--- src/logic/vmc_pkg.sv ---
/*
  shared constants, types and register map of the vector mask and
  compress unit; assumes one 125 MHz clock and an APB register port.
*/
// Overview of operation
// - low two select bits pick the element test; high bit enables compress
// - compress forms build the same mask and also write an index list
// - mask msb holds element 0, lsb holds element 63
// - code 0: mask bit set when the element equals zero
// - code 1: mask bit set when the element is nonzero
// - code 2: mask bit set when sign bit is clear; zero is positive
// - code 3: mask bit set only when sign bit is set
// - codes 4-7 test as 0-3 and store passing indices in order
// - destination written and pointer advanced only on pass; pointer starts 0
// - only vector-length elements tested; lower mask bits forced zero
// - compress with no passes clears mask and writes nothing
// - issue takes 1 clock; source freed length plus 3 after issue
// - compress destination ready length plus 10 after issue
// - mask ready length plus 4; mask-read consumers see it at plus 5
package vmc_pkg;

  // datapath shape
  localparam int ELEM_W   = 64;
  localparam int NUM_ELEM = 64;
  localparam int IDX_W    = 6;
  localparam int LEN_W    = 7;
  localparam int SEL_W    = 3;
  localparam int SEL_CMP_BIT = 2;
  localparam int SIGN_BIT = 63;

  // element tests, selected by the low two select bits
  typedef enum logic [1:0] {
    TEST_ZERO,
    TEST_NONZERO,
    TEST_POS,
    TEST_NEG
  } test_e;

  // timing in clock periods after issue, beyond the vector length
  localparam int CLK_PER_PRD   = 1;
  localparam int ISSUE_PRD     = 1;
  localparam int SRC_FREE_PRD  = 3;
  localparam int MASK_RDY_PRD  = 4;
  localparam int MASK_073_PRD  = 5;
  localparam int DEST_RDY_PRD  = 10;
  localparam int ISSUE_CYC     = ISSUE_PRD * CLK_PER_PRD;
  localparam int SRC_FREE_CYC  = SRC_FREE_PRD * CLK_PER_PRD;
  localparam int MASK_RDY_CYC  = MASK_RDY_PRD * CLK_PER_PRD;
  localparam int MASK_073_CYC  = MASK_073_PRD * CLK_PER_PRD;
  localparam int DEST_RDY_CYC  = DEST_RDY_PRD * CLK_PER_PRD;

  // register map, byte addresses
  localparam int ADDR_W = 12;
  localparam logic [ADDR_W-1:0] CTRL_OFS    = 12'h000;
  localparam logic [ADDR_W-1:0] VLEN_OFS    = 12'h004;
  localparam logic [ADDR_W-1:0] STAT_OFS    = 12'h008;
  localparam logic [ADDR_W-1:0] MASK_HI_OFS = 12'h00c;
  localparam logic [ADDR_W-1:0] MASK_LO_OFS = 12'h010;

  // fields and reset values
  localparam int STAT_BUSY_BIT = 0;
  localparam int STAT_RUN_BIT  = 1;
  localparam int STAT_CNT_LSB  = 8;
  localparam logic [SEL_W-1:0] CTRL_RST = 3'h0;
  localparam logic [LEN_W-1:0] VLEN_RST = 7'h40;
  localparam logic [LEN_W-1:0] VLEN_MAX = 7'h40;

  // source element offered by the register file
  typedef struct packed {
    logic              valid;
    logic [ELEM_W-1:0] data;
  } src_elem_s;

  // compressed index write toward the destination register
  typedef struct packed {
    logic              we;
    logic [IDX_W-1:0]  addr;
    logic [ELEM_W-1:0] data;
  } dest_wr_s;

endpackage : vmc_pkg

--- src/logic/element_test.sv ---
/*
  one-element test of the mask unit: zero, nonzero, positive, negative;
  assumes the caller registers the result.
*/
`timescale 1ns/1ps
module element_test (
  input  wire logic [vmc_pkg::ELEM_W-1:0] data_in,
  input  wire vmc_pkg::test_e             test_in,
  output logic                            pass_out
);
  import vmc_pkg::*;

  logic is_zero;
  logic is_neg;

  // shared detectors
  assign is_zero = (data_in == '0);
  assign is_neg  = data_in[SIGN_BIT];

  // test select
  always_comb begin
    case (test_in)
      TEST_ZERO:    pass_out = is_zero;
      TEST_NONZERO: pass_out = !is_zero;
      TEST_POS:     pass_out = !is_neg;
      TEST_NEG:     pass_out = is_neg;
      default:      pass_out = 1'b0;
    endcase
  end

endmodule : element_test

--- src/logic/vector_mask_compress_unit.sv ---
/*
  vector mask and compress unit: tests source elements in order,
  builds the mask and an optional compressed index list.
  assumes issue logic keeps the hold conditions and the register file
  offers source elements with a valid flag; APB for control and status.
*/
`timescale 1ns/1ps
module vector_mask_compress_unit #(
  parameter int NUM_ELEM = vmc_pkg::NUM_ELEM
) (
  input  wire logic                          clk_in,
  input  wire logic                          nrst_in,
  // apb slave
  input  wire logic                          psel_in,
  input  wire logic                          penable_in,
  input  wire logic                          pwrite_in,
  input  wire logic [vmc_pkg::ADDR_W-1:0]    paddr_in,
  input  wire logic [31:0]                   pwdata_in,
  output logic [31:0]                        prdata_out,
  output logic                               pready_out,
  output logic                               pslverr_out,
  // issue side
  input  wire logic                          issue_in,
  output logic                               busy_out,
  output logic                               src_free_out,
  output logic                               mask_ready_out,
  output logic                               mask_073_ready_out,
  output logic                               dest_ready_out,
  // source vector register
  input  wire vmc_pkg::src_elem_s            src_in,
  output logic                               src_rd_out,
  output logic [vmc_pkg::IDX_W-1:0]          src_idx_out,
  // destination vector register and mask
  output vmc_pkg::dest_wr_s                  dest_out,
  output logic [NUM_ELEM-1:0]                vector_mask_out
);
  import vmc_pkg::*;

  typedef enum logic [0:0] {
    ST_IDLE,
    ST_RUN
  } state_e;

  state_e                 state;
  logic [SEL_W-1:0]       ctrl_sel;
  logic [LEN_W-1:0]       vector_length_reg;
  logic [SEL_W-1:0]       run_sel;
  logic [LEN_W-1:0]       run_len;
  logic [LEN_W-1:0]       elem_idx;
  logic [LEN_W-1:0]       dest_ptr;
  logic [NUM_ELEM-1:0]    mask_work;
  logic [NUM_ELEM-1:0]    next_mask;
  logic [DEST_RDY_CYC-1:0] fin_sr;
  logic [DEST_RDY_CYC-1:0] cmp_sr;
  logic                   pass;
  logic                   consume;
  logic                   accept;
  logic                   last_elem;
  logic                   finish;
  logic                   run_cmp;
  logic                   wr_en;
  logic                   rd_setup;
  logic [31:0]            rd_word;
  logic                   addr_ok;

  // element test on the current source element
  element_test u_test (
    .data_in  (src_in.data),
    .test_in  (test_e'(run_sel[1:0])),
    .pass_out (pass)
  );

  // handshake terms
  assign run_cmp   = run_sel[SEL_CMP_BIT];
  assign consume   = (state == ST_RUN) && src_in.valid;
  assign last_elem = (elem_idx + 7'h01 == run_len);
  assign accept    = issue_in && !busy_out;
  // a zero length finishes in the issue cycle itself
  assign finish    = (consume && last_elem) ||
                     (accept && vector_length_reg == '0);
  assign src_rd_out  = (state == ST_RUN);
  assign src_idx_out = elem_idx[IDX_W-1:0];

  // sequencing state
  always_ff @(posedge clk_in or negedge nrst_in) begin
    if (!nrst_in) begin
      state <= ST_IDLE;
    end else if (accept && vector_length_reg != '0) begin
      state <= ST_RUN;
    end else if (consume && last_elem) begin
      state <= ST_IDLE;
    end
  end

  // instruction fields latched at issue
  always_ff @(posedge clk_in or negedge nrst_in) begin
    if (!nrst_in) begin
      run_sel <= CTRL_RST;
      run_len <= VLEN_RST;
    end else if (accept) begin
      run_sel <= ctrl_sel;
      run_len <= vector_length_reg;
    end
  end

  // source element index, ascending from zero
  always_ff @(posedge clk_in or negedge nrst_in) begin
    if (!nrst_in) begin
      elem_idx <= '0;
    end else if (accept) begin
      elem_idx <= '0;
    end else if (consume) begin
      elem_idx <= elem_idx + 7'h01;
    end
  end

  // mask bit per element; element 0 sits in the top bit
  generate
    for (genvar b = 0; b < NUM_ELEM; b++) begin : g_mask
      always_comb begin
        if (accept) begin
          next_mask[b] = 1'b0;
        end else if (consume &&
                     elem_idx[IDX_W-1:0] == IDX_W'(NUM_ELEM - 1 - b)) begin
          next_mask[b] = pass;
        end else begin
          next_mask[b] = mask_work[b];
        end
      end
    end
  endgenerate

  // working mask
  always_ff @(posedge clk_in or negedge nrst_in) begin
    if (!nrst_in) begin
      mask_work <= '0;
    end else begin
      mask_work <= next_mask;
    end
  end

  // published mask, updated once the last element is in
  always_ff @(posedge clk_in or negedge nrst_in) begin
    if (!nrst_in) begin
      vector_mask_out <= '0;
    end else if (finish) begin
      vector_mask_out <= next_mask;
    end
  end

  // compressed index writes, only for passing elements
  always_ff @(posedge clk_in or negedge nrst_in) begin
    if (!nrst_in) begin
      dest_out <= '0;
    end else begin
      dest_out.we   <= consume && run_cmp && pass;
      dest_out.addr <= dest_ptr[IDX_W-1:0];
      dest_out.data <= ELEM_W'(elem_idx);
    end
  end

  // destination pointer
  always_ff @(posedge clk_in or negedge nrst_in) begin
    if (!nrst_in) begin
      dest_ptr <= '0;
    end else if (accept) begin
      dest_ptr <= '0;
    end else if (consume && run_cmp && pass) begin
      dest_ptr <= dest_ptr + 7'h01;
    end
  end

  // delay lines from the finishing cycle; overlapping instructions safe
  always_ff @(posedge clk_in or negedge nrst_in) begin
    if (!nrst_in) begin
      fin_sr <= '0;
      cmp_sr <= '0;
    end else begin
      fin_sr <= {fin_sr[DEST_RDY_CYC-2:0], finish};
      cmp_sr <= {cmp_sr[DEST_RDY_CYC-2:0],
                 accept ? ctrl_sel[SEL_CMP_BIT] : run_cmp};
    end
  end

  // timing pulses toward issue logic
  assign src_free_out       = fin_sr[SRC_FREE_CYC-1];
  assign mask_ready_out     = fin_sr[MASK_RDY_CYC-1];
  assign mask_073_ready_out = fin_sr[MASK_073_CYC-1];
  assign dest_ready_out     = fin_sr[DEST_RDY_CYC-1] &&
                              cmp_sr[DEST_RDY_CYC-1];
  // unit busy until the mask is ready
  assign busy_out = (state == ST_RUN) ||
                    (|fin_sr[MASK_RDY_CYC-2:0]);

  // apb decode
  assign wr_en    = psel_in && penable_in && pwrite_in;
  assign rd_setup = psel_in && !penable_in && !pwrite_in;
  assign addr_ok  = paddr_in == CTRL_OFS || paddr_in == VLEN_OFS ||
                    paddr_in == STAT_OFS || paddr_in == MASK_HI_OFS ||
                    paddr_in == MASK_LO_OFS;
  assign pready_out  = 1'b1;
  assign pslverr_out = psel_in && penable_in && !addr_ok;

  // control registers
  always_ff @(posedge clk_in or negedge nrst_in) begin
    if (!nrst_in) begin
      ctrl_sel          <= CTRL_RST;
      vector_length_reg <= VLEN_RST;
    end else if (wr_en && paddr_in == CTRL_OFS) begin
      ctrl_sel <= pwdata_in[SEL_W-1:0];
    end else if (wr_en && paddr_in == VLEN_OFS) begin
      // lengths above the register size saturate
      vector_length_reg <= (pwdata_in > 32'(VLEN_MAX)) ?
                           VLEN_MAX : pwdata_in[LEN_W-1:0];
    end
  end

  // read mux
  always_comb begin
    rd_word = '0;
    case (paddr_in)
      CTRL_OFS:    rd_word[SEL_W-1:0] = ctrl_sel;
      VLEN_OFS:    rd_word[LEN_W-1:0] = vector_length_reg;
      STAT_OFS: begin
        rd_word[STAT_BUSY_BIT] = busy_out;
        rd_word[STAT_RUN_BIT]  = (state == ST_RUN);
        rd_word[STAT_CNT_LSB +: LEN_W] = dest_ptr;
      end
      MASK_HI_OFS: rd_word = vector_mask_out[NUM_ELEM-1 -: 32];
      MASK_LO_OFS: rd_word = vector_mask_out[31:0];
      default:     rd_word = '0;
    endcase
  end

  // read data captured in the setup cycle
  always_ff @(posedge clk_in or negedge nrst_in) begin
    if (!nrst_in) begin
      prdata_out <= 32'h0000_0000;
    end else if (rd_setup) begin
      prdata_out <= rd_word;
    end
  end

  // checks: selection and mask placement
  a_sel_decode: assert property (
    @(posedge clk_in) disable iff (!nrst_in)
    accept |=> (run_cmp == $past(ctrl_sel[SEL_CMP_BIT])))
    else $error("compress select not taken from high bit");

  a_mask_bit_place: assert property (
    @(posedge clk_in) disable iff (!nrst_in)
    consume |=> mask_work[NUM_ELEM-1-$past(elem_idx[IDX_W-1:0])] ==
               $past(pass))
    else $error("mask bit landed at wrong position");

  // element tests, one per code
  a_zero_test: assert property (
    @(posedge clk_in) disable iff (!nrst_in)
    consume && run_sel[1:0] == 2'h0 |-> pass == (src_in.data == '0))
    else $error("zero test wrong");

  a_nonzero_test: assert property (
    @(posedge clk_in) disable iff (!nrst_in)
    consume && run_sel[1:0] == 2'h1 |-> pass == (src_in.data != '0))
    else $error("nonzero test wrong");

  a_pos_test: assert property (
    @(posedge clk_in) disable iff (!nrst_in)
    consume && run_sel[1:0] == 2'h2 |-> pass == !src_in.data[SIGN_BIT])
    else $error("positive test wrong");

  a_neg_test: assert property (
    @(posedge clk_in) disable iff (!nrst_in)
    consume && run_sel[1:0] == 2'h3 |-> pass == src_in.data[SIGN_BIT])
    else $error("negative test wrong");

  // compressed index list
  a_index_write: assert property (
    @(posedge clk_in) disable iff (!nrst_in)
    consume && run_cmp && pass |=>
      dest_out.we && dest_out.data == ELEM_W'($past(elem_idx)))
    else $error("passing index not written");

  a_write_only_pass: assert property (
    @(posedge clk_in) disable iff (!nrst_in)
    dest_out.we |-> $past(consume && run_cmp && pass, 1))
    else $error("destination written without a pass");

  a_ptr_step: assert property (
    @(posedge clk_in) disable iff (!nrst_in)
    dest_out.we && !accept |-> dest_ptr == {1'b0, dest_out.addr} + 7'h01)
    else $error("destination pointer did not advance");

  a_ptr_start: assert property (
    @(posedge clk_in) disable iff (!nrst_in)
    accept |=> dest_ptr == '0 && elem_idx == '0)
    else $error("pointers not cleared at issue");

  a_tail_zero: assert property (
    @(posedge clk_in) disable iff (!nrst_in)
    mask_ready_out && run_len < VLEN_MAX && !$past(accept, 3) |->
      (vector_mask_out & ({NUM_ELEM{1'b1}} >> run_len)) == '0)
    else $error("mask bits past the length not zero");

  a_len_latch: assert property (
    @(posedge clk_in) disable iff (!nrst_in)
    accept |=> run_len == $past(vector_length_reg))
    else $error("vector length not taken at issue");

  a_no_pass_none: assert property (
    @(posedge clk_in) disable iff (!nrst_in)
    finish && run_cmp && next_mask == '0 && state == ST_RUN |->
      dest_ptr == '0)
    else $error("write happened with no passing element");

  // timing pulses after the last element
  a_src_free_time: assert property (
    @(posedge clk_in) disable iff (!nrst_in)
    finish |-> ##3 src_free_out ##1 mask_ready_out)
    else $error("source free or mask ready late");

  a_mask_073_time: assert property (
    @(posedge clk_in) disable iff (!nrst_in)
    mask_ready_out |=> mask_073_ready_out)
    else $error("mask read ready not one after mask ready");

  a_dest_time: assert property (
    @(posedge clk_in) disable iff (!nrst_in)
    finish && (accept ? ctrl_sel[SEL_CMP_BIT] : run_cmp)
      |-> ##10 dest_ready_out)
    else $error("destination ready not at ten after finish");

  a_busy_end: assert property (
    @(posedge clk_in) disable iff (!nrst_in)
    src_free_out |-> busy_out ##1 !busy_out)
    else $error("unit busy window wrong");

  // issue sequencing
  a_order_up: assert property (
    @(posedge clk_in) disable iff (!nrst_in)
    consume && !last_elem |=> elem_idx == $past(elem_idx) + 7'h01)
    else $error("elements not taken in ascending order");

endmodule : vector_mask_compress_unit

--- config.mk ---
export PLATFORM = sky130hd
export DESIGN_NAME = vector_mask_compress_unit
export DESIGN_NICKNAME = d
export VERILOG_FILES = /design/src/logic/vmc_pkg.sv /design/src/logic/element_test.sv /design/src/logic/vector_mask_compress_unit.sv
export SDC_FILE = /design/constraint.sdc
export NUM_CORES = 1
export LEC_CHECK = 0
export ABC_CLOCK_PERIOD_IN_PS = 3700
export BUFFER_PORTS_ARGS = -buffer_cell sky130_fd_sc_hd__buf_2
export CAP_MARGIN = 20
export CORE_MARGIN = 4
export CORE_UTILIZATION = 35
export CTS_CLUSTER_DIAMETER = 100
export DETAILED_ROUTE_END_ITERATION = 12
export GPL_TIMING_DRIVEN = 0
export REMOVE_ABC_BUFFERS = 1
export SETUP_SLACK_MARGIN = 0.15
export SLEW_MARGIN = 20
export SYNTH_ARGS = -nofsm -noshare
export SYNTH_HDL_FRONTEND = slang
export SYNTH_SLANG_ARGS = --single-unit
--- constraint.sdc ---
create_clock -name clk_in -period 3.7 [get_ports clk_in]
set_input_delay 0.74 -clock clk_in [delete_from_list [all_inputs] [get_ports clk_in]]
set_output_delay 0.74 -clock clk_in [all_outputs]
set_load 0.02 [all_outputs]
==> flow_metrics.py, run 1 <==
metrics = {
    "route": {
        "viasPerCell": 5.07,
        "vias": 8136,
        "routed_wl_um": 29500,
        "drcViolationCount": 0,
        "dr.pass1.iters": 5,
        "antenna_left": 0,
        "drtIter0Drc": 587,
        "detail_route.wl_per_cell_um": 18.4,
    },
    "cts": {
        "clk_pin_slew_ns": 0.06,
        "htree_levels": 1,
        "clk_path_buf_depth": 3,
        "cts-root-buf": "clkbuf_16",
        "cts_sinks": 229,
        "cts_tree": "built",
        "numCtsBuffers": 26,
        "clkLatencyLatePin_ns": 0.53,
    },
    "timing": {
        "setup_ws_ns": 0.576,
        "fin_crit_sh": 0.844,
        "worst_pin_slew_ns": 0.929,
        "rsz0062_at_grt": "no",
        "max_freq_ghz": 0.320,
        "drv_slew": 0,
        "final_hold_viol_count": 0,
        "post-route-min-period_ns": 3.12,
        "setup_violations": 0,
        "fin_skew_ns": 0.0182,
        "slew_headroom": 0.380,
        "holdWs_ns": 0.197,
    },
    "floorplanning": {
        "die_h_um": 179,
        "dieArea_um2": 32100,
        "ioPinCount": 296,
        "dieWidth_um": 179,
        "initial_utilization": 0.356,
        "coreArea_um2": 28800,
        "core.rowCount": 62,
    },
    "global_routing": {
        "track_usage": 0.178,
        "grt_pass1_wl_um": 45600,
        "grt-ovfl-total": 0,
        "grt_pass1_vias": 8076,
        "antenna_found_initial": 1,
        "grt_max_degree": 97,
    },
    "yosys": {
        "syn_area_um2": 10300,
        "yosys_warnings": 0,
        "synth.avg_cell_area_um2": 10.2,
        "ys_ff_latch": 229,
        "async_flop_share": 1.00,
        "synth_cells": 1004,
        "ys_types": 47,
        "ys_seq_area_frac": 0.559,
        "synth_flop_cell": "dfrtp_1",
        "synth-edff-count": 0,
    },
    "placement": {
        "dp_slack_ns": 0.0650,
        "dp_hpwl_um": 20600,
        "portBuffers": 237,
        "place.gp.congestion": 0.828,
    },
    "cells_and_area": {
        "nets": 1321,
        "drive_above_1_share": 0.260,
        "reg_top3": "mask_work (64), vector_mask_out (64), prdata_out (32)",
        "area_delta_synth_final_pct": 22.1,
        "nFillCells": 2799,
    },
    "setup_path": {
        "crit_path_start_kind": "register",
        "worstPathArrival_ns": 3.51,
        "end_kind": "register",
        "crit_start": "src_rd_out",
        "cp_max_fo": 55,
        "r2r-start": "src_rd_out",
        "crit_type": "register to register",
        "worstReg2RegEnd": "vector_mask_out[26]",
        "required_ns": 4.09,
        "r2r_setup_slack_ns": 0.58,
        "ff2ff_path_depth": 6,
    },
    "power_and_ir_drop": {
        "peakVddDrop_mv": 0.335,
        "p_per_area_nw_per_um2": 459,
        "leakagePower_nw": 6.13,
    },
    "hold_path": {
        "hold_path.class": "primary input to async pin",
    },
    "outcome": {
        "status": "finished, final reports clean",
    },
    "job": {
        "max-cap-violations": 0,
    },
}
-- logic make-up (layout without fill, tap and decap cells) --
kind of cell,count (synthesis),in the layout,share of synthesized area
flip-flops,229,229,0.559
multiplexers,47,47,0.0462
AND/OR/NAND/NOR,376,376,0.165
XOR/XNOR,9,9,0.00768
AO/OA/AOI/OAI,194,194,0.137
other,2,59,0.000732
buffers and inverters,142,303,0.0777
adder cells (fa/ha/maj),5,5,0.00610
-- critical path: stages, from the launching register on --
cell and delay, ns:
dfrtp_1 0.48, nor4_2 0.52, and2_4 0.47, buf_16 0.28
nand3_2 0.38, and2_2 0.60, o2bb2ai_1 0.22
-- routing by layer --
metal | global-route usage | wire length [µm]
met5 | 0 | 0
met4 | 0.0451 | 646
met1 | 0.258 | 13500
met2 | 0.278 | 13400
met3 | 0.0337 | 2010
-- worst max path at each step --
stage,to,cells past startpoint
after detailed placement,vector_mask_out[62],7
after global placement,vector_mask_out[18],5
after CTS,vector_mask_out[62],6
after floorplan,vector_mask_out[10],5
after global routing,vector_mask_out[46],7
final,vector_mask_out[26],6
-- area by class of cell --
class                      count  area, µm²  share of cell area
sequential                   229       5730               0.458
clock buffer                  35        766              0.0611
antenna                        1       2.50            0.000200
clock inverter                13        134              0.0107
multi-input combinational    689       4000               0.320
inverter                       7       26.3             0.00210
timing repair buffer         248       1380               0.110
tap                          384        480              0.0383
-- cells in the final DEF, fill, tap and decap left out, types with 3 or more instances in the layout --
cell / synthesis / routed
o31ai_1: 7 / 7
a32oi_1: 26 / 26
o2bb2ai_1: 32 / 32
nor3_1: 7 / 6
nand4_1: 6 / 6
nand3_1: 69 / 68
ha_1: 5 / 5
a221oi_1: 19 / 19
a21oi_1: 12 / 12
and2_1: 9 / 6
dfrtp_1: 227 / 227
clkbuf_8: 0 / 6
xnor2_1: 5 / 5
clkinvlp_4: 0 / 6
conb_1: 2 / 58
clkbuf_16: 0 / 27
or3_1: 4 / 4
o21a_1: 8 / 8
nor4_2: 2 / 3
nor4_1: 24 / 23
a22o_1: 7 / 7
inv_1: 7 / 7
nand2_1: 84 / 83
buf_16: 0 / 4
a31oi_1: 9 / 9
o211ai_1: 5 / 5
clkinv_2: 0 / 4
and3_1: 10 / 9
xor2_1: 4 / 4
nor2_1: 151 / 149
mux2i_1: 44 / 44
o21ai_0: 54 / 54
buf_2: 13 / 236
buf_4: 66 / 5
a222oi_1: 4 / 4
o21ai_1: 3 / 3
mux2_2: 3 / 3
-- report_power, final --
| part | internal, W | switching [W] |
|---|---|---|
| combinational | 0.000146 | 0.000374 |
| clock | 0.00159 | 0.00105 |
| sequential | 0.00256 | 0.0000250 |
| total | 0.00430 | 0.00145 |
-- per-stage QoR --
step                      power, W   util  cell area [µm²]  TNS, ns  instances
after floorplan            0.00287      -             9700   -49.09        925
after global placement     0.00311  0.395            11400  -789.03       1546
after detailed placement   0.00316  0.404            11600        0       1557
after CTS                  0.00582  0.435            12500        0       1605
after global routing       0.00598  0.435            12500        0       1606
final                      0.00575  0.435            12500        0       1606
-- synthesized netlist by cell type (all sizes together) (12+ instances only) --
cell	n	area share
buf	82	0.056
nor4	26	0.017
a21oi	12	0.0059
a32oi	26	0.022
clkbuf	53	0.019
o21ai	57	0.028
nand2	84	0.031
a221oi	19	0.016
dfrtp	227	0.55
nor2	151	0.055
o2bb2ai	32	0.027
nand3	69	0.034
mux2i	44	0.043
-- timing repair --
| action | in CTS | in global routing |
|---|---|---|
| setup buffers | 0 | 0 |
| gates resized for setup | 1 | 2 |
| hold buffers | 0 | 0 |
| endpoints found under the setup margin | 32 | 32 |
Note: power is estimated with default switching activity, not from simulation.
==> inputs of run 2 (changes only) <==
--- a/config.mk
+++ b/config.mk
@@ -5,7 +5,7 @@
 export SDC_FILE = /design/constraint.sdc
 export NUM_CORES = 1
 export LEC_CHECK = 0
-export ABC_CLOCK_PERIOD_IN_PS = 3700
+export ABC_CLOCK_PERIOD_IN_PS = 3050
 export BUFFER_PORTS_ARGS = -buffer_cell sky130_fd_sc_hd__buf_2
 export CAP_MARGIN = 20
 export CORE_MARGIN = 4
==> constraint.sdc (replaced) <==
create_clock -name clk_in -period 3.05 [get_ports clk_in]
set_input_delay 0.61 -clock clk_in [delete_from_list [all_inputs] [get_ports clk_in]]
set_output_delay 0.61 -clock clk_in [all_outputs]
set_load 0.02 [all_outputs]
==> flow_metrics.py, run 2 (synthesized netlist as in run 1, its figures left out) <==
metrics = {
    "cells_and_area": {
        "area_delta_synth_final_pct": 23.0,
        "reg_top3": "mask_work (64), vector_mask_out (64), prdata_out (32)",
        "final_cells": 1614,
        "final_area_um2": 12600,
        "nets": 1329,
        "drive_above_1_share": 0.269,
        "layout_commonest_cell": "buf_2",
        "final_cell_mix": "buf_2 (236), dfrtp_1 (224), nor2_1 (149)",
        "fin_util": 0.438,
        "nFillCells": 2802,
    },
    "placement": {
        "dp_hpwl_um": 20600,
        "portBuffers": 237,
        "place_inst": 1557,
        "place.gp.congestion": 0.828,
        "place_area_um2": 11600,
    },
    "setup_path": {
        "crit_path_start_kind": "register",
        "cp_max_fo": 61,
        "worstPathArrival_ns": 3.12,
        "end_kind": "register",
        "required_ns": 3.47,
        "crit_type": "register to register",
    },
    "route": {
        "vias": 8265,
        "routed_wl_um": 30600,
        "detail_route.wl_per_cell_um": 19.0,
        "drtIter0Drc": 640,
        "dr.pass1.iters": 5,
        "drcViolationCount": 0,
        "antenna_left": 0,
        "viasPerCell": 5.12,
    },
    "floorplanning": {
        "dieWidth_um": 179,
        "die_h_um": 179,
        "core.rowCount": 62,
        "ioPinCount": 296,
        "coreArea_um2": 28800,
        "initial_utilization": 0.356,
        "dieArea_um2": 32100,
    },
    "cts": {
        "numCtsBuffers": 26,
        "holdBufCountCts": 0,
        "clk_path_buf_depth": 3,
        "clkLatencyLatePin_ns": 0.53,
        "cts-root-buf": "clkbuf_16",
        "cts_tree": "built",
        "cts_sinks": 229,
        "clk_pin_slew_ns": 0.06,
        "htree_levels": 1,
    },
    "timing": {
        "slew_headroom": 0.352,
        "holdWs_ns": 0.0669,
        "fin_crit_sh": 0.886,
        "setup_violations": 0,
        "final_hold_viol_count": 0,
        "post-route-min-period_ns": 2.70,
        "fin_skew_ns": 0.0160,
        "max_freq_ghz": 0.370,
        "rsz0062_at_grt": "no",
        "drv_slew": 0,
        "worst_pin_slew_ns": 0.970,
    },
    "hold_path": {
        "hold_path.class": "primary input to async pin",
    },
    "outcome": {
        "status": "finished, final reports clean",
    },
    "global_routing": {
        "grt_pass1_vias": 8093,
        "track_usage": 0.181,
        "grt_pass1_wl_um": 46100,
        "grt_max_degree": 97,
        "antenna_found_initial": 1,
        "grt-ovfl-total": 0,
    },
    "power_and_ir_drop": {
        "leakagePower_nw": 6.16,
        "p_per_area_nw_per_um2": 556,
        "finalPower_w": 0.00701,
        "peakVddDrop_mv": 0.401,
    },
    "job": {
        "max-cap-violations": 0,
    },
}
run 2: cell types whose count changed in the layout (fill, tap and decap cells not counted), sizes merged:
cell   delta
a211o     +1
and2      +2
buf       +5
run 2: final timing paths:
check | from | endpoint | slack (ns) | cells after the start
max reg2reg | elem_idx[0] | src_rd_out | 0.35 | 8
min reg2reg | cmp_sr[5] | cmp_sr[6] | 0.35 | 0
min | nrst_in | prdata_out[6] | 0.07 | 1
max in group asynchronous | nrst_in | run_len[6] | 2.09 | 2
min in group clk_in | pwdata_in[4] | vector_length_reg[4] | 0.31 | 2
max | elem_idx[0] | src_rd_out | 0.35 | 8
run 2: final cells by class:
class	count	area (µm²)	area share
sequential	229	5740	0.455
multi-input combinational	692	4050	0.321
timing repair buffer	253	1420	0.113
clock buffer	35	766	0.0607
tap	384	480	0.0381
clock inverter	13	134	0.0106
inverter	7	26.3	0.00208
antenna	1	2.50	0.000198
run 2: worst max-delay path, cell delays in order (launching register included):
cell       delay [ns]
dfrtp_2          0.50
inv_1            0.10
ha_1             0.35
xor2_1           0.18
a2111oi_1        0.33
nand2_1          0.16
a211o_4          0.46
buf_12           0.25
a22o_1           0.25
run 2: through the flow:
step,setup slack (ns),TNS (ns)
after global routing,0.187,0
after global placement,-4.42,-1023.11
final,0.348,0
after floorplan,-1.69,-92.11
after detailed placement,-0.585,-28.20
after CTS,0.177,0
run 2: report_power, final:
part | leakage [nW] | switching [W] | total (W) | internal [W]
logic | 2.59 | 0.000474 | 0.000662 | 0.000188
registers | 3.14 | 0.0000334 | 0.00314 | 0.00310
clock network | 0.427 | 0.00128 | 0.00321 | 0.00193
total | 6.16 | 0.00179 | 0.00701 | 0.00522
run 2: layer usage:
metal	vias to the layer above	global-route usage	part of all wire
met5	-	0	0
met4	0	0.0447	0.022
met3	48	0.0335	0.080
met2	323	0.282	0.45
met1	4039	0.261	0.45
li1	3855	-	-
run 2: what timing repair did:
action | in CTS | in global routing
endpoints found under the setup margin | 66 | 59
buffers inserted | 0 | 5
cloned | 1 | 2
pin swaps | 1 | 4
resized for setup | 8 | 4
==> inputs of run 3 (changes only) <==
--- a/config.mk
+++ b/config.mk
@@ -8,9 +8,11 @@
 export ABC_CLOCK_PERIOD_IN_PS = 3050
 export BUFFER_PORTS_ARGS = -buffer_cell sky130_fd_sc_hd__buf_2
 export CAP_MARGIN = 20
-export CORE_MARGIN = 4
+export CORE_MARGIN = 3
 export CORE_UTILIZATION = 35
+export CTS_BUF_LIST = sky130_fd_sc_hd__clkbuf_16
 export CTS_CLUSTER_DIAMETER = 100
+export CTS_CLUSTER_SIZE = 40
 export DETAILED_ROUTE_END_ITERATION = 12
 export GPL_TIMING_DRIVEN = 0
 export REMOVE_ABC_BUFFERS = 1
==> flow_metrics.py, run 3 (synthesized netlist as in run 1, its figures left out) <==
metrics = {
    "setup_path": {
        "cp_top_family": "compound AO/OA/AOI/OAI gates",
        "end_kind": "register",
        "crit_start": "elem_idx[0]",
        "path_cells": "inv_1 > ha_1 > xor2_1 > a2111oi_0 > nand2_1 > a211o_4 > buf_12 > a22o_1",
        "r2r-start": "elem_idx[0]",
        "ff2ff_path_depth": 8,
        "worstReg2RegEnd": "src_rd_out",
        "cp_slowest_cell": "dfrtp_2",
        "cp-endpoint": "src_rd_out",
        "critical_path_depth": 8,
        "max_stage_delay_ns": 0.52,
        "cp_max_fo": 57,
        "crit_type": "register to register",
        "required_ns": 3.46,
        "worstPathArrival_ns": 3.13,
        "crit_path_start_kind": "register",
        "r2r_setup_slack_ns": 0.33,
        "path_buf_inv": 2,
    },
    "cts": {
        "clk_pin_slew_ns": 0.14,
        "cts-root-buf": "clkbuf_16",
        "clk_path_buf_depth": 3,
        "numCtsBuffers": 10,
        "cts_tree": "built",
        "htree_levels": 1,
        "clkLatencyLatePin_ns": 0.50,
        "cts_sinks": 229,
    },
    "job": {
        "max-cap-violations": 0,
    },
    "cells_and_area": {
        "drive_above_1_share": 0.251,
        "multi_input_comb_area_um2": 4040,
        "final_area_um2": 12100,
        "n_antenna_cell": 0,
        "seq_area_um2": 5740,
        "reg_top3": "mask_work (64), vector_mask_out (64), prdata_out (32)",
        "area_delta_synth_final_pct": 17.8,
        "nets": 1312,
        "nFillCells": 2817,
        "final_cell_mix": "buf_2 (236), dfrtp_1 (223), nor2_1 (149)",
        "layout_commonest_cell": "buf_2",
    },
    "global_routing": {
        "track_usage": 0.182,
        "grt_pass1_vias": 7967,
        "antenna_found_initial": 0,
        "grt_max_degree": 98,
        "grt_pass1_wl_um": 45300,
        "grt-ovfl-total": 0,
    },
    "timing": {
        "slew_headroom": 0.372,
        "rsz0062_at_grt": "no",
        "worst_pin_slew_ns": 0.940,
        "setup_violations": 0,
        "post-route-min-period_ns": 2.72,
        "fin_crit_sh": 0.893,
        "drv_slew": 0,
        "fin_skew_ns": 0.0334,
        "final_hold_viol_count": 0,
        "holdWs_ns": 0.0314,
        "max_freq_ghz": 0.367,
    },
    "power_and_ir_drop": {
        "peakVddDrop_mv": 0.325,
        "leakagePower_nw": 5.91,
        "p_per_area_nw_per_um2": 471,
    },
    "floorplanning": {
        "initial_utilization": 0.356,
        "dieArea_um2": 31400,
        "die_h_um": 177,
        "ioPinCount": 296,
        "coreArea_um2": 28800,
        "dieWidth_um": 177,
        "core.rowCount": 62,
    },
    "outcome": {
        "status": "finished, final reports clean",
    },
    "route": {
        "routed_wl_um": 29300,
        "drcViolationCount": 0,
        "detail_route.wl_per_cell_um": 18.5,
        "viasPerCell": 5.13,
        "vias": 8100,
        "antenna_left": 0,
        "drtIter0Drc": 614,
        "dr.pass1.iters": 5,
    },
    "placement": {
        "place.gp.congestion": 0.829,
        "dp_hpwl_um": 20300,
        "place_area_um2": 11600,
        "portBuffers": 237,
    },
    "hold_path": {
        "hold_path.class": "primary input to async pin",
    },
}
==> run 3: cell types whose count changed in the layout (fill, tap and decap cells not counted), moves of 2 or more <==
cell,delta
clkbuf_16,-16
clkinv_2,-4
clkbuf_8,-6
clkbuf_1,-2
clkinvlp_4,-6
==> run 3: power breakdown <==
group / internal (W) / switching [W]
Sequential: 0.00310 / 0.0000348
Clock: 0.000865 / 0.00104
Combinational: 0.000185 / 0.000467
Total: 0.00415 / 0.00154
==> run 3: how the worst min path moves through the flow <==
| stage | cells after the start | start | to |
|---|---|---|---|
| after global routing | 1 | nrst_in | prdata_out[23] |
| after CTS | 1 | nrst_in | prdata_out[20] |
| final | 1 | nrst_in | prdata_out[20] |
| after floorplan | 0 | nrst_in | cmp_sr[0] |
| after global placement | 0 | fin_sr[6] | fin_sr[7] |
| after detailed placement | 0 | cmp_sr[0] | cmp_sr[1] |
==> run 3: area by class of cell <==
class,count,area share
multi-input cells,691,0.334
repair buffers,253,0.117
well taps,384,0.0397
flip-flops and latches,229,0.475
clock inverters,5,0.00952
inverters,7,0.00217
clock buffers,11,0.0228
==> run 3: through the flow <==
stage                     power [W]   TNS, ns  std cells  setup slack [ns]   util
after CTS                   0.00576         0       1574             0.152  0.418
after floorplan             0.00348    -92.11        925             -1.69      -
after detailed placement    0.00382    -26.55       1557            -0.576  0.403
after global placement      0.00377  -1007.10       1546             -4.27  0.395
final                       0.00569         0       1580             0.326  0.420
after global routing        0.00592         0       1580             0.161  0.420
==> run 3: repair_timing <==
action / 4_1_cts / 5_1_grt
gates resized for setup: 6 / 6
hold buffers: 0 / 0
pin swaps: 2 / 1
cloned: 1 / 1
setup buffers: 0 / 5
setup endpoints to repair: 66 / 57
==> run 3: worst register-to-register path, stage by stage (launching register included) <==
cell and delay [ns]:
dfrtp_2 0.52, inv_1 0.10, ha_1 0.33, xor2_1 0.17, a2111oi_0 0.34, nand2_1 0.12
a211o_4 0.48, buf_12 0.27, a22o_1 0.30
==> run 3: per-layer routing <==
layer / track usage / share of wire / vias up
met5: 0 / 0 / -
met2: 0.287 / 0.46 / 280
li1: - / - / 3811
met1: 0.265 / 0.46 / 3983
met3: 0.0272 / 0.058 / 26
met4: 0.0416 / 0.018 / 0
